==> config.mk <==
export PLATFORM = sky130hd
export DESIGN_NAME = cbs_exec
export DESIGN_NICKNAME = d
export VERILOG_FILES = /design/src/hw/cbs_pkg.sv /design/src/hw/cbs_cond_eval.sv /design/src/hw/cbs_exec.sv
export VERILOG_INCLUDE_DIRS = /design/src /design/src/hw
export SDC_FILE = /design/constraint.sdc
export NUM_CORES = 1
export LEC_CHECK = 0
export ABC_CLOCK_PERIOD_IN_PS = 5630
export BUFFER_PORTS_ARGS = -buffer_cell sky130_fd_sc_hd__buf_2
export CAP_MARGIN = 40
export CORE_MARGIN = 2
export CORE_UTILIZATION = 55
export CTS_CLUSTER_SIZE = 10
export DETAILED_ROUTE_END_ITERATION = 12
export GPL_ROUTABILITY_DRIVEN = 0
export PLACE_DENSITY_LB_ADDON = 0.1
export SLEW_MARGIN = 20
export SYNTH_ARGS = -nofsm -noshare
export SYNTH_HDL_FRONTEND = slang
export SYNTH_SLANG_ARGS = --single-unit
==> constraint.sdc <==
create_clock -name clk -period 5.63 [get_ports clk]
set_clock_uncertainty 0.15 [all_clocks]
set_input_delay 0.563 -clock clk [delete_from_list [all_inputs] [get_ports clk]]
set_output_delay 0.563 -clock clk [all_outputs]
set_load 0.01 [all_outputs]
==> src/hw/cbs_consts.svh <==
`ifndef CBS_CONSTS_SVH
`define CBS_CONSTS_SVH

// flag register bit positions
`define CBS_FLAG_C 0
`define CBS_FLAG_V 1
`define CBS_FLAG_Z 2
`define CBS_FLAG_N 3

// branch condition codes
`define CBS_COND_ALWAYS 4'h0
`define CBS_COND_NEVER  4'h1
`define CBS_COND_HI     4'h2
`define CBS_COND_LS     4'h3
`define CBS_COND_CC     4'h4
`define CBS_COND_CS     4'h5
`define CBS_COND_NE     4'h6
`define CBS_COND_EQ     4'h7
`define CBS_COND_VC     4'h8
`define CBS_COND_VS     4'h9
`define CBS_COND_PL     4'hA
`define CBS_COND_MI     4'hB
`define CBS_COND_GE     4'hC
`define CBS_COND_LT     4'hD
`define CBS_COND_GT     4'hE
`define CBS_COND_LE     4'hF

// reset values and program counter step of the idle operation
`define CBS_FLAGS_RESET 8'h80
`define CBS_PC_RESET    24'h000000
`define CBS_IDLE_STEP   24'h000002
`define CBS_SP_RESET    3'h0
`define CBS_STACK_DEPTH 8

// byte lane that holds the flag register in a word transfer
`define CBS_WORD_FLAG_HI 15
`define CBS_WORD_FLAG_LO 8
`define CBS_WORD_PAD     8'h00

// software register offsets
`define CBS_RA_FLAGS   3'h0
`define CBS_RA_STATUS  3'h1
`define CBS_RA_CONTROL 3'h2
`define CBS_RA_PC_LO   3'h3
`define CBS_RA_PC_MID  3'h4
`define CBS_RA_PC_HI   3'h5

// status and control bit positions
`define CBS_ST_SLEEP_BIT 0
`define CBS_ST_BUSY_BIT  1
`define CBS_CTL_WAKE_BIT 0

`endif

==> src/hw/cbs_pkg.sv <==
package cbs_pkg;

  // operations handed over by the decoder
  typedef enum logic [4:0] {
    OP_IDLE         = 5'b00000,
    OP_LOAD_BIT     = 5'b00001,
    OP_LOAD_INV_BIT = 5'b00010,
    OP_STORE_BIT    = 5'b00011,
    OP_STORE_INV    = 5'b00100,
    OP_COND_BRANCH  = 5'b00101,
    OP_JUMP         = 5'b00110,
    OP_CALL_REL     = 5'b00111,
    OP_CALL_ABS     = 5'b01000,
    OP_SUB_RETURN   = 5'b01001,
    OP_SW_TRAP      = 5'b01010,
    OP_EXC_RETURN   = 5'b01011,
    OP_SLEEP        = 5'b01100,
    OP_LOAD_FLAGS   = 5'b01101,
    OP_SAVE_FLAGS   = 5'b01110,
    OP_FLAGS_AND    = 5'b01111,
    OP_FLAGS_OR     = 5'b10000,
    OP_FLAGS_XOR    = 5'b10001
  } cbs_op_t;

  // execution sequencer states
  typedef enum logic [1:0] {
    ST_IDLE  = 2'b00,
    ST_READ  = 2'b01,
    ST_WRITE = 2'b10,
    ST_SLEEP = 2'b11
  } cbs_state_t;

endpackage

==> src/hw/cbs_cond_eval.sv <==
`timescale 1ns/100ps
`default_nettype none
`include "cbs_consts.svh"

module cbs_cond_eval (
  // flags and condition
  input  wire logic [7:0] flags,
  input  wire logic [3:0] cond,
  // verdict
  output logic            taken
);

  logic c;
  logic v;
  logic z;
  logic n;

  // flag picks
  assign c = flags[`CBS_FLAG_C];
  assign v = flags[`CBS_FLAG_V];
  assign z = flags[`CBS_FLAG_Z];
  assign n = flags[`CBS_FLAG_N];

  // condition table
  always_comb begin
    case (cond)
      `CBS_COND_ALWAYS: taken = 1'b1;
      `CBS_COND_NEVER:  taken = 1'b0;
      `CBS_COND_HI:     taken = ~(c | z);
      `CBS_COND_LS:     taken = c | z;
      `CBS_COND_CC:     taken = ~c;
      `CBS_COND_CS:     taken = c;
      `CBS_COND_NE:     taken = ~z;
      `CBS_COND_EQ:     taken = z;
      `CBS_COND_VC:     taken = ~v;
      `CBS_COND_VS:     taken = v;
      `CBS_COND_PL:     taken = ~n;
      `CBS_COND_MI:     taken = n;
      `CBS_COND_GE:     taken = ~(n ^ v);
      `CBS_COND_LT:     taken = n ^ v;
      `CBS_COND_GT:     taken = ~(z | (n ^ v));
      default:          taken = z | (n ^ v);
    endcase
  end

endmodule
`default_nettype wire

==> src/hw/cbs_exec.sv <==
// Notes on behaviour
// - load bit to carry copies the chosen operand bit into carry
// - inverted load puts the complement of the chosen bit into carry
// - inverted load and store take the bit number from a 3-bit immediate
// - store carry to bit writes carry into the chosen operand bit
// - inverted store writes the complement of carry into the chosen bit
// - conditional branch taken only when condition holds; always and never variants
// - unsigned tests: higher, lower-or-same from C or Z; carry clear and set
// - zero, overflow, negative tests; signed tests from N xor V and Z
// - software trap starts trap exception handling
// - exception return resumes at the saved point
// - sleep moves the processor into power-down
// - loading flags from memory uses a word read, keeping one byte
// - saving flags to memory uses a word write
// - flags AND immediate replaces flags with the bitwise AND
// - flags OR immediate replaces flags with the bitwise OR
// - flags XOR immediate replaces flags with the bitwise XOR
// - idle operation only advances the program counter by two
//
// The plain strobed port and the placing of the registers were left to the implementer.
`timescale 1ns/100ps
`default_nettype none
`include "cbs_consts.svh"

module cbs_exec (
  // clock, reset, enable
  input  wire logic             clk,
  input  wire logic             rst,
  input  wire logic             ce,
  // decoded operation
  input  wire logic             opValid,
  output logic                  opReady,
  input  wire cbs_pkg::cbs_op_t opCode,
  input  wire logic [2:0]       opBitNum,
  input  wire logic [7:0]       opImm,
  input  wire logic [3:0]       opCond,
  input  wire logic             opUseMem,
  input  wire logic [23:0]      opAddr,
  input  wire logic [23:0]      opTarget,
  input  wire logic [7:0]       opRegByte,
  input  wire logic [3:0]       opLen,
  // general register write back
  output logic                  gprWrEn,
  output logic [7:0]            gprWrData,
  // memory port
  output logic                  memReq,
  output logic                  memWe,
  output logic                  memWord,
  output logic [23:0]           memAddr,
  output logic [15:0]           memWdata,
  input  wire logic [15:0]      memRdata,
  input  wire logic             memAck,
  // exception sequencer
  output logic                  trapStart,
  output logic [23:0]           trapReturnPc,
  output logic                  excRetStart,
  input  wire logic [23:0]      excPcIn,
  input  wire logic [7:0]       excFlagsIn,
  // power and state
  input  wire logic             wakePin,
  output logic                  sleeping,
  output logic                  branchTaken,
  output logic [23:0]           pc,
  output logic [7:0]            flags,
  // software port
  input  wire logic [2:0]       swAddr,
  input  wire logic [7:0]       swWdata,
  input  wire logic             swWr,
  input  wire logic             swRd,
  output logic [7:0]            swRdata
);

  ////////////////////////////////////////////////////////////////////////////
  // helpers

  function automatic logic bitOf(input logic [7:0] b, input logic [2:0] idx);
    bitOf = b[idx];
  endfunction

  function automatic logic [7:0] putBit(input logic [7:0] b, input logic [2:0] idx,
                                        input logic val);
    logic [7:0] r;
    r = b;
    r[idx] = val;
    putBit = r;
  endfunction

  ////////////////////////////////////////////////////////////////////////////
  // state

  cbs_pkg::cbs_state_t state_q, state_d;
  cbs_pkg::cbs_op_t    pendOp_q, pendOp_d;
  logic [2:0]          pendBit_q, pendBit_d;
  logic [23:0]         pc_q, pc_d;
  logic [7:0]          flags_q, flags_d;
  logic [2:0]          sp_q, sp_d;
  logic [23:0]         retStack [`CBS_STACK_DEPTH];
  logic                push;
  logic [23:0]         pushPc;
  logic                gprWrEn_q, gprWrEn_d;
  logic [7:0]          gprWrData_q, gprWrData_d;
  logic                memReq_q, memReq_d;
  logic                memWe_q, memWe_d;
  logic                memWord_q, memWord_d;
  logic [23:0]         memAddr_q, memAddr_d;
  logic [15:0]         memWdata_q, memWdata_d;
  logic                trapStart_q, trapStart_d;
  logic [23:0]         trapPc_q, trapPc_d;
  logic                excRet_q, excRet_d;
  logic                taken_q, taken_d;
  logic [7:0]          swRdata_q, swRdata_d;
  logic                wakeMeta_q;
  logic                wakeSync_q;
  logic                condTrue;
  logic                issue;
  logic [23:0]         pcStep;
  logic                carry;
  logic                insnFlags;
  logic                srcBit;
  logic [7:0]          storeByte;
  logic [7:0]          storeInvByte;

  cbs_cond_eval u_cond (
    .flags (flags_q),
    .cond  (opCond),
    .taken (condTrue)
  );

  // handshake and shared terms
  assign opReady      = (state_q == cbs_pkg::ST_IDLE);
  assign issue        = ce & opValid & opReady;
  assign pcStep       = pc_q + {20'h00000, opLen};
  assign carry        = flags_q[`CBS_FLAG_C];
  assign srcBit       = bitOf(opRegByte, opBitNum);
  assign storeByte    = putBit(opRegByte, opBitNum, carry);
  assign storeInvByte = putBit(opRegByte, opBitNum, ~carry);

  ////////////////////////////////////////////////////////////////////////////
  // next state

  always_comb begin
    state_d     = state_q;
    pendOp_d    = pendOp_q;
    pendBit_d   = pendBit_q;
    pc_d        = pc_q;
    flags_d     = flags_q;
    sp_d        = sp_q;
    push        = 1'b0;
    pushPc      = pcStep;
    gprWrEn_d   = 1'b0;
    gprWrData_d = gprWrData_q;
    memReq_d    = memReq_q;
    memWe_d     = memWe_q;
    memWord_d   = memWord_q;
    memAddr_d   = memAddr_q;
    memWdata_d  = memWdata_q;
    trapStart_d = 1'b0;
    trapPc_d    = trapPc_q;
    excRet_d    = 1'b0;
    taken_d     = 1'b0;
    insnFlags   = 1'b0;
    case (state_q)
      cbs_pkg::ST_IDLE: begin
        if (issue) begin
          pendOp_d  = opCode;
          pendBit_d = opBitNum;
          pc_d      = pcStep;
          memAddr_d = opAddr;
          case (opCode)
            cbs_pkg::OP_LOAD_BIT, cbs_pkg::OP_LOAD_INV_BIT: begin
              if (opUseMem) begin
                memReq_d  = 1'b1;
                memWe_d   = 1'b0;
                memWord_d = 1'b0;
                state_d   = cbs_pkg::ST_READ;
              end else begin
                insnFlags = 1'b1;
                flags_d[`CBS_FLAG_C] = (opCode == cbs_pkg::OP_LOAD_BIT) ? srcBit
                                                                         : ~srcBit;
              end
            end
            cbs_pkg::OP_STORE_BIT, cbs_pkg::OP_STORE_INV: begin
              if (opUseMem) begin
                memReq_d  = 1'b1;                           // read half of read-modify-write
                memWe_d   = 1'b0;
                memWord_d = 1'b0;
                state_d   = cbs_pkg::ST_READ;
              end else begin
                gprWrEn_d   = 1'b1;
                gprWrData_d = (opCode == cbs_pkg::OP_STORE_BIT) ? storeByte
                                                                : storeInvByte;
              end
            end
            cbs_pkg::OP_COND_BRANCH: begin
              taken_d = condTrue;
              if (condTrue) begin
                pc_d = opTarget;
              end
            end
            cbs_pkg::OP_JUMP: pc_d = opTarget;
            cbs_pkg::OP_CALL_REL, cbs_pkg::OP_CALL_ABS: begin
              push = 1'b1;
              sp_d = sp_q + 3'h1;
              pc_d = opTarget;
            end
            cbs_pkg::OP_SUB_RETURN: begin
              sp_d = sp_q - 3'h1;
              pc_d = retStack[sp_q - 3'h1];
            end
            cbs_pkg::OP_SW_TRAP: begin
              trapStart_d = 1'b1;
              trapPc_d    = pcStep;
            end
            cbs_pkg::OP_EXC_RETURN: begin
              excRet_d  = 1'b1;
              pc_d      = excPcIn;
              flags_d   = excFlagsIn;
              insnFlags = 1'b1;
            end
            cbs_pkg::OP_SLEEP: state_d = cbs_pkg::ST_SLEEP;
            cbs_pkg::OP_LOAD_FLAGS: begin
              if (opUseMem) begin
                memReq_d  = 1'b1;
                memWe_d   = 1'b0;
                memWord_d = 1'b1;
                state_d   = cbs_pkg::ST_READ;
              end else begin
                flags_d   = opRegByte;
                insnFlags = 1'b1;
              end
            end
            cbs_pkg::OP_SAVE_FLAGS: begin
              if (opUseMem) begin
                memReq_d   = 1'b1;
                memWe_d    = 1'b1;
                memWord_d  = 1'b1;
                memWdata_d = {flags_q, `CBS_WORD_PAD};
                state_d    = cbs_pkg::ST_WRITE;
              end else begin
                gprWrEn_d   = 1'b1;
                gprWrData_d = flags_q;
              end
            end
            cbs_pkg::OP_FLAGS_AND: begin
              flags_d   = flags_q & opImm;
              insnFlags = 1'b1;
            end
            cbs_pkg::OP_FLAGS_OR: begin
              flags_d   = flags_q | opImm;
              insnFlags = 1'b1;
            end
            cbs_pkg::OP_FLAGS_XOR: begin
              flags_d   = flags_q ^ opImm;
              insnFlags = 1'b1;
            end
            default: pc_d = pc_q + `CBS_IDLE_STEP;
          endcase
        end
      end
      cbs_pkg::ST_READ: begin
        if (memAck) begin
          memReq_d = 1'b0;
          state_d  = cbs_pkg::ST_IDLE;
          case (pendOp_q)
            cbs_pkg::OP_LOAD_BIT: begin
              flags_d[`CBS_FLAG_C] = bitOf(memRdata[7:0], pendBit_q);
              insnFlags = 1'b1;
            end
            cbs_pkg::OP_LOAD_INV_BIT: begin
              flags_d[`CBS_FLAG_C] = ~bitOf(memRdata[7:0], pendBit_q);
              insnFlags = 1'b1;
            end
            cbs_pkg::OP_STORE_BIT, cbs_pkg::OP_STORE_INV: begin
              memReq_d   = 1'b1;
              memWe_d    = 1'b1;
              memWdata_d = {`CBS_WORD_PAD, putBit(memRdata[7:0], pendBit_q,
                            (pendOp_q == cbs_pkg::OP_STORE_BIT) ? carry : ~carry)};
              state_d    = cbs_pkg::ST_WRITE;
            end
            default: begin
              flags_d   = memRdata[`CBS_WORD_FLAG_HI:`CBS_WORD_FLAG_LO];
              insnFlags = 1'b1;
            end
          endcase
        end
      end
      cbs_pkg::ST_WRITE: begin
        if (memAck) begin
          memReq_d = 1'b0;
          memWe_d  = 1'b0;
          state_d  = cbs_pkg::ST_IDLE;
        end
      end
      default: begin
        if (wakeSync_q || (swWr && swAddr == `CBS_RA_CONTROL && swWdata[`CBS_CTL_WAKE_BIT])) begin
          state_d = cbs_pkg::ST_IDLE;
        end
      end
    endcase
    // software flag write loses to an instruction that writes the flags in the same cycle
    if (swWr && swAddr == `CBS_RA_FLAGS && !insnFlags) begin
      flags_d = swWdata;
    end
  end

  // software read decode
  always_comb begin
    swRdata_d = 8'h00;
    if (!swRd) begin
      swRdata_d = 8'h00;
    end else if (swAddr == `CBS_RA_FLAGS) begin
      swRdata_d = flags_q;
    end else if (swAddr == `CBS_RA_STATUS) begin
      swRdata_d[`CBS_ST_SLEEP_BIT] = (state_q == cbs_pkg::ST_SLEEP);
      swRdata_d[`CBS_ST_BUSY_BIT]  = memReq_q;
    end else if (swAddr == `CBS_RA_PC_LO) begin
      swRdata_d = pc_q[7:0];
    end else if (swAddr == `CBS_RA_PC_MID) begin
      swRdata_d = pc_q[15:8];
    end else if (swAddr == `CBS_RA_PC_HI) begin
      swRdata_d = pc_q[23:16];
    end
  end

  ////////////////////////////////////////////////////////////////////////////
  // registers

  always_ff @(posedge clk) begin
    if (rst) begin
      state_q     <= cbs_pkg::ST_IDLE;
      pendOp_q    <= cbs_pkg::OP_IDLE;
      pendBit_q   <= 3'h0;
      pc_q        <= `CBS_PC_RESET;
      flags_q     <= `CBS_FLAGS_RESET;
      sp_q        <= `CBS_SP_RESET;
      gprWrEn_q   <= 1'b0;
      gprWrData_q <= 8'h00;
      memReq_q    <= 1'b0;
      memWe_q     <= 1'b0;
      memWord_q   <= 1'b0;
      memAddr_q   <= 24'h000000;
      memWdata_q  <= 16'h0000;
      trapStart_q <= 1'b0;
      trapPc_q    <= 24'h000000;
      excRet_q    <= 1'b0;
      taken_q     <= 1'b0;
      swRdata_q   <= 8'h00;
      wakeMeta_q  <= 1'b0;
      wakeSync_q  <= 1'b0;
    end else if (ce) begin
      state_q     <= state_d;
      pendOp_q    <= pendOp_d;
      pendBit_q   <= pendBit_d;
      pc_q        <= pc_d;
      flags_q     <= flags_d;
      sp_q        <= sp_d;
      gprWrEn_q   <= gprWrEn_d;
      gprWrData_q <= gprWrData_d;
      memReq_q    <= memReq_d;
      memWe_q     <= memWe_d;
      memWord_q   <= memWord_d;
      memAddr_q   <= memAddr_d;
      memWdata_q  <= memWdata_d;
      trapStart_q <= trapStart_d;
      trapPc_q    <= trapPc_d;
      excRet_q    <= excRet_d;
      taken_q     <= taken_d;
      swRdata_q   <= swRdata_d;
      wakeMeta_q  <= wakePin;
      wakeSync_q  <= wakeMeta_q;
    end
  end

  // return address stack, no reset needed
  always_ff @(posedge clk) begin
    if (ce && push) begin
      retStack[sp_q] <= pushPc;
    end
  end

  // outputs
  assign gprWrEn      = gprWrEn_q;
  assign gprWrData    = gprWrData_q;
  assign memReq       = memReq_q;
  assign memWe        = memWe_q;
  assign memWord      = memWord_q;
  assign memAddr      = memAddr_q;
  assign memWdata     = memWdata_q;
  assign trapStart    = trapStart_q;
  assign trapReturnPc = trapPc_q;
  assign excRetStart  = excRet_q;
  assign sleeping     = (state_q == cbs_pkg::ST_SLEEP);
  assign branchTaken  = taken_q;
  assign pc           = pc_q;
  assign flags        = flags_q;
  assign swRdata      = swRdata_q;

  ////////////////////////////////////////////////////////////////////////////
  // checks

  a_idle_pc_step: assert property (@(posedge clk) disable iff (rst)
    issue && opCode == cbs_pkg::OP_IDLE && !swWr |=> pc_q == $past(pc_q) + `CBS_IDLE_STEP
      && flags_q == $past(flags_q) && !memReq_q && !gprWrEn_q) else $error("idle op step wrong");
  a_load_bit_carry: assert property (@(posedge clk) disable iff (rst)
    issue && opCode == cbs_pkg::OP_LOAD_BIT && !opUseMem
      |=> flags_q[`CBS_FLAG_C] == $past(srcBit)) else $error("load bit carry wrong");
  a_inv_load_carry: assert property (@(posedge clk) disable iff (rst)
    issue && opCode == cbs_pkg::OP_LOAD_INV_BIT && !opUseMem
      |=> flags_q[`CBS_FLAG_C] != $past(srcBit)) else $error("inverted load wrong");
  a_store_bit_reg: assert property (@(posedge clk) disable iff (rst)
    issue && opCode == cbs_pkg::OP_STORE_BIT && !opUseMem
      |=> gprWrEn_q && gprWrData_q == $past(storeByte)) else $error("store bit wrong");
  a_inv_store_reg: assert property (@(posedge clk) disable iff (rst)
    issue && opCode == cbs_pkg::OP_STORE_INV && !opUseMem
      |=> gprWrEn_q && gprWrData_q == $past(storeInvByte)) else $error("inverted store wrong");
  a_branch_target: assert property (@(posedge clk) disable iff (rst)
    issue && opCode == cbs_pkg::OP_COND_BRANCH
      |=> pc_q == ($past(condTrue) ? $past(opTarget) : $past(pcStep))) else $error("branch pc wrong");
  a_flags_word_read: assert property (@(posedge clk) disable iff (rst)
    issue && opCode == cbs_pkg::OP_LOAD_FLAGS && opUseMem
      |=> memReq_q && !memWe_q && memWord_q) else $error("flag load not word read");
  a_flags_word_write: assert property (@(posedge clk) disable iff (rst)
    issue && opCode == cbs_pkg::OP_SAVE_FLAGS && opUseMem
      |=> memReq_q && memWe_q && memWord_q) else $error("flag save not word write");
  a_flags_and_imm: assert property (@(posedge clk) disable iff (rst)
    issue && opCode == cbs_pkg::OP_FLAGS_AND
      |=> flags_q == ($past(flags_q) & $past(opImm))) else $error("flag and wrong");
  a_flags_xor_imm: assert property (@(posedge clk) disable iff (rst)
    issue && opCode == cbs_pkg::OP_FLAGS_XOR
      |=> flags_q == ($past(flags_q) ^ $past(opImm))) else $error("flag xor wrong");
  a_sleep_entry: assert property (@(posedge clk) disable iff (rst)
    issue && opCode == cbs_pkg::OP_SLEEP |=> sleeping && !opReady) else $error("no sleep");
  a_trap_pulse: assert property (@(posedge clk) disable iff (rst)
    issue && opCode == cbs_pkg::OP_SW_TRAP |=> trapStart_q && trapPc_q == $past(pcStep))
    else $error("trap not started");

endmodule
`default_nettype wire

==> results.toml <==
[global_routing]
grt_pass1_wl_mm = 73.84
grt_remaining_overflow = 0
busiest_layer = "met2"
grt_pass1_vias = 12520
gr-usage-met1_pct = 42.68
grt_start_max_net_pins = 62
antenna_found_initial = 0
met3_usage_pct = 4.675
grt.total_usage_pct = 31.25
use_met2_pct = 50.90

[pwr]
switching_share_pct = 24.98
p_comb_share_pct = 9.9
net-switching-power_w = 0.001354
p_clk_share_pct = 41.9
p_per_area_nw_per_um2 = 284.5
p_leak_nw = 7.244
internal_power_w = 0.004066
seq_power_share_pct = 48.2
ir_drop_mv = 0.2670

[worst_setup_path]
critPathKind = "reg -> reg"
r2r_end = "pc[18]$_SDFFE_PP0P_"
crit_path_start = "pc[0]$_SDFFE_PP0P_"
crit_path_end = "pc[18]$_SDFFE_PP0P_"
crit_arrival_ps = 3750
rr_worst_depth = 8
crit_required_ps = 5900
critPathLaunchType = "register"
path_cells = "ha_1, fa_1, a21o_1, a21oi_2, nor4_1, xnor2_1, a221oi_1, a2111oi_0"
reg2reg_from = "pc[0]$_SDFFE_PP0P_"
end_kind = "register"
crit_path_max_fanout = 10
r2r_setup_slack_ps = 2150
max_stage_delay_ps = 590
critPathSlowestCell = "xnor2_1"

[yosys]
synth_flop_cell = "edfxtp_1"
async_flop_share_pct = 0
synthesis.area_sq_um = 16150
ys_warn_count = 0
syn_nets = 1646
ys_types = 91
yosysSeqAreaShare_pct = 52.32
synth_seq_cells = 326
synth_area_per_cell_sq_um = 10.98
synth_edf_count = 192
synthCells = 1470

[clock_tree]
numCtsBuffers = 39
cts_tree = "built"
cts.clk_slew.worst_paths_ps = 60
clock_sinks = 326
clock_latency_ps = 530
cts-root-buf = "clkbuf_16"
post_cts_resize_count = 0
postCtsSetupBuffers = 0
clk_path_buf_depth = 3
h-tree-depth = 2
ctsHoldBuffers = 0

[place]
dp_hpwl_mm = 33.59
dp_cells = 2027
portBuffers = 268

[job]
maxCapViolations = 0

[route]
routedWlPerCell_microns = 23.41
routed-via-count = 13277
drc_errors = 0
dr.pass1.iters = 5
ant_nets = 0
first_iter_violations = 1295
viasPerCell = 6.322
finalWirelength_mm = 49.16

[timing]
setup_tns_ps = 0
finalSetupViolCount = 0
hold_violations = 0
finalMaxSlewViolations = 0
fmax_ghz = 0.2872
rsz0062_at_grt = "false"
period_share_pct = 61.85
tightest_slew_ps = 821.2
post-route-min-period_ps = 3482
slew_headroom_pct = 43.69

[floorplan]
die-area_sq_um = 30740
ios = 269
die_h_microns = 175.3
core_sq_um = 28780
initial_core_util_pct = 56.10
die_w_microns = 175.3
rows = 62

[final_layout]
layout_commonest_cell = "buf_2"
layout_common_cells = "buf_2 (269), edfxtp_1 (192), nand2_1 (156)"
syn2layout_area_growth_pct = 17.97
diodes = 0
final_layout_size_suffix_gt1_share_pct = 25.93
fin_nets = 1864
layout.cells.non_filler = 2100

[hold_path]
hold_class = "in -> reg"

[outcome]
status = "finished clean"
-- power groups by stage --
stage	combinational, W	sequential [W]	clock, W
2_1_floorplan	0.000335	0.00264	0
3_3_place_gp	0.000514	0.00266	0
3_5_place_dp	0.000526	0.00266	0
4_1_cts	0.000529	0.00261	0.00229
5_1_grt	0.000581	0.00261	0.00239
6_report	0.000537	0.00261	0.00227
-- final cells by class --
class	instances	area, sq um
Clock buffer	64	1070
Fill cell	2252	9733
Inverter	35	131.4
Tap cell	384	480.5
Timing Repair Buffer	295	1714
Multi-Input combinational cell	991	7131
Sequential cell	326	8452
Clock inverter	5	68.82
-- how the worst min path moves through the flow --
stage	slack [ps]	endpoint	depth (start not counted)	start
after floorplan	300	pendOp_q[4]$_SDFFE_PP0P_	2	pendOp_q[4]$_SDFFE_PP0P_
after global placement	290	memWdata[13]$_SDFFE_PP0P_	2	memWdata[13]$_SDFFE_PP0P_
after detailed placement	290	memWdata[7]$_SDFFE_PP0P_	2	memWdata[7]$_SDFFE_PP0P_
after CTS	110	memAddr[3]$_SDFFE_PP0P_	3	opAddr[3]
after global routing	120	memAddr[3]$_SDFFE_PP0P_	3	opAddr[3]
final	110	memAddr[3]$_SDFFE_PP0P_	3	opAddr[3]
-- cells in the mapped netlist, types with 5 or more instances --
library cell	count	area share, %
nor3b_1	5	0.23
o21ai_0	55	1.7
mux2i_1	47	2.9
nor2_1	100	2.3
nor4_1	10	0.39
a21oi_1	112	3.5
xor2_1	17	0.92
nor3_1	57	1.8
a211oi_1	8	0.37
o211ai_1	23	1.1
dfxtp_1	134	17
ha_1	27	2.1
nand3b_1	7	0.33
a22oi_1	8	0.37
mux2_2	12	0.84
and2_1	8	0.31
or3_1	7	0.27
mux4_2	49	6.8
buf_2	30	0.93
o22ai_1	19	0.74
and3_1	9	0.35
nand3_1	49	1.5
clkbuf_1	71	1.7
o31ai_1	5	0.23
a31oi_1	6	0.23
buf_1	6	0.14
buf_4	6	0.28
xnor2_1	13	0.71
o221ai_1	7	0.38
a2111oi_0	5	0.27
nand4_1	14	0.54
edfxtp_1	192	36
nand2b_1	19	0.74
inv_1	32	0.74
nand2_1	156	3.6
a221oi_1	43	2.3
nor2b_1	5	0.19
a311oi_2	6	0.56
-- metrics by stage --
stage	cell area (sq um)	worst slack (ps)	hold slack (ps)	util, %	power (W)
CTS	18980	2193	107.2	65.96	0.005431
detailed placement	17850	2024	293.5	62.01	0.003186
global placement	17630	2146	285.5	61.25	0.003173
global route	19050	1924	121.1	66.18	0.005584
floorplan	16150	1619	298.9	-	0.002974
finish	19050	2148	114.2	66.18	0.005420
-- layer usage --
metal | wire length, microns | up-vias
li1 | - | 5993
met1 | 19760 | 6475
met2 | 23440 | 711
met3 | 4317 | 98
met4 | 1642 | 0
met5 | 0 | -
-- cells by family after synthesis --
group                      synth area share, %
AOI/OAI and AO/OA                        14.55
xor gates and xnor gates                 1.627
adders and majority gates                2.216
buffers and inverters                    4.123
DFF                                      52.32
muxes                                    10.59
and+or+nand+nor                          14.57
-- registers in the layout (all words and copies together), names as in the netlist, 2 cells and up --
name          flops
retStack        192
gprWrData         8
pendOp_q          5
pc               24
flags             8
sp_q              3
memAddr          24
pendBit_q         3
trapReturnPc     24
memWdata         16
swRdata           8
state_q           2
-- worst max-delay path: cells and delay by family, from the launching register on --
| family | cells | cell delay, ps |
|---|---|---|
| xor gates and xnor gates | 1 | 590 |
| AOI/OAI and AO/OA | 4 | 1340 |
| DFF | 1 | 420 |
| adders and majority gates | 2 | 700 |
| and+or+nand+nor | 1 | 180 |
(Power assumes the default switching activity.)
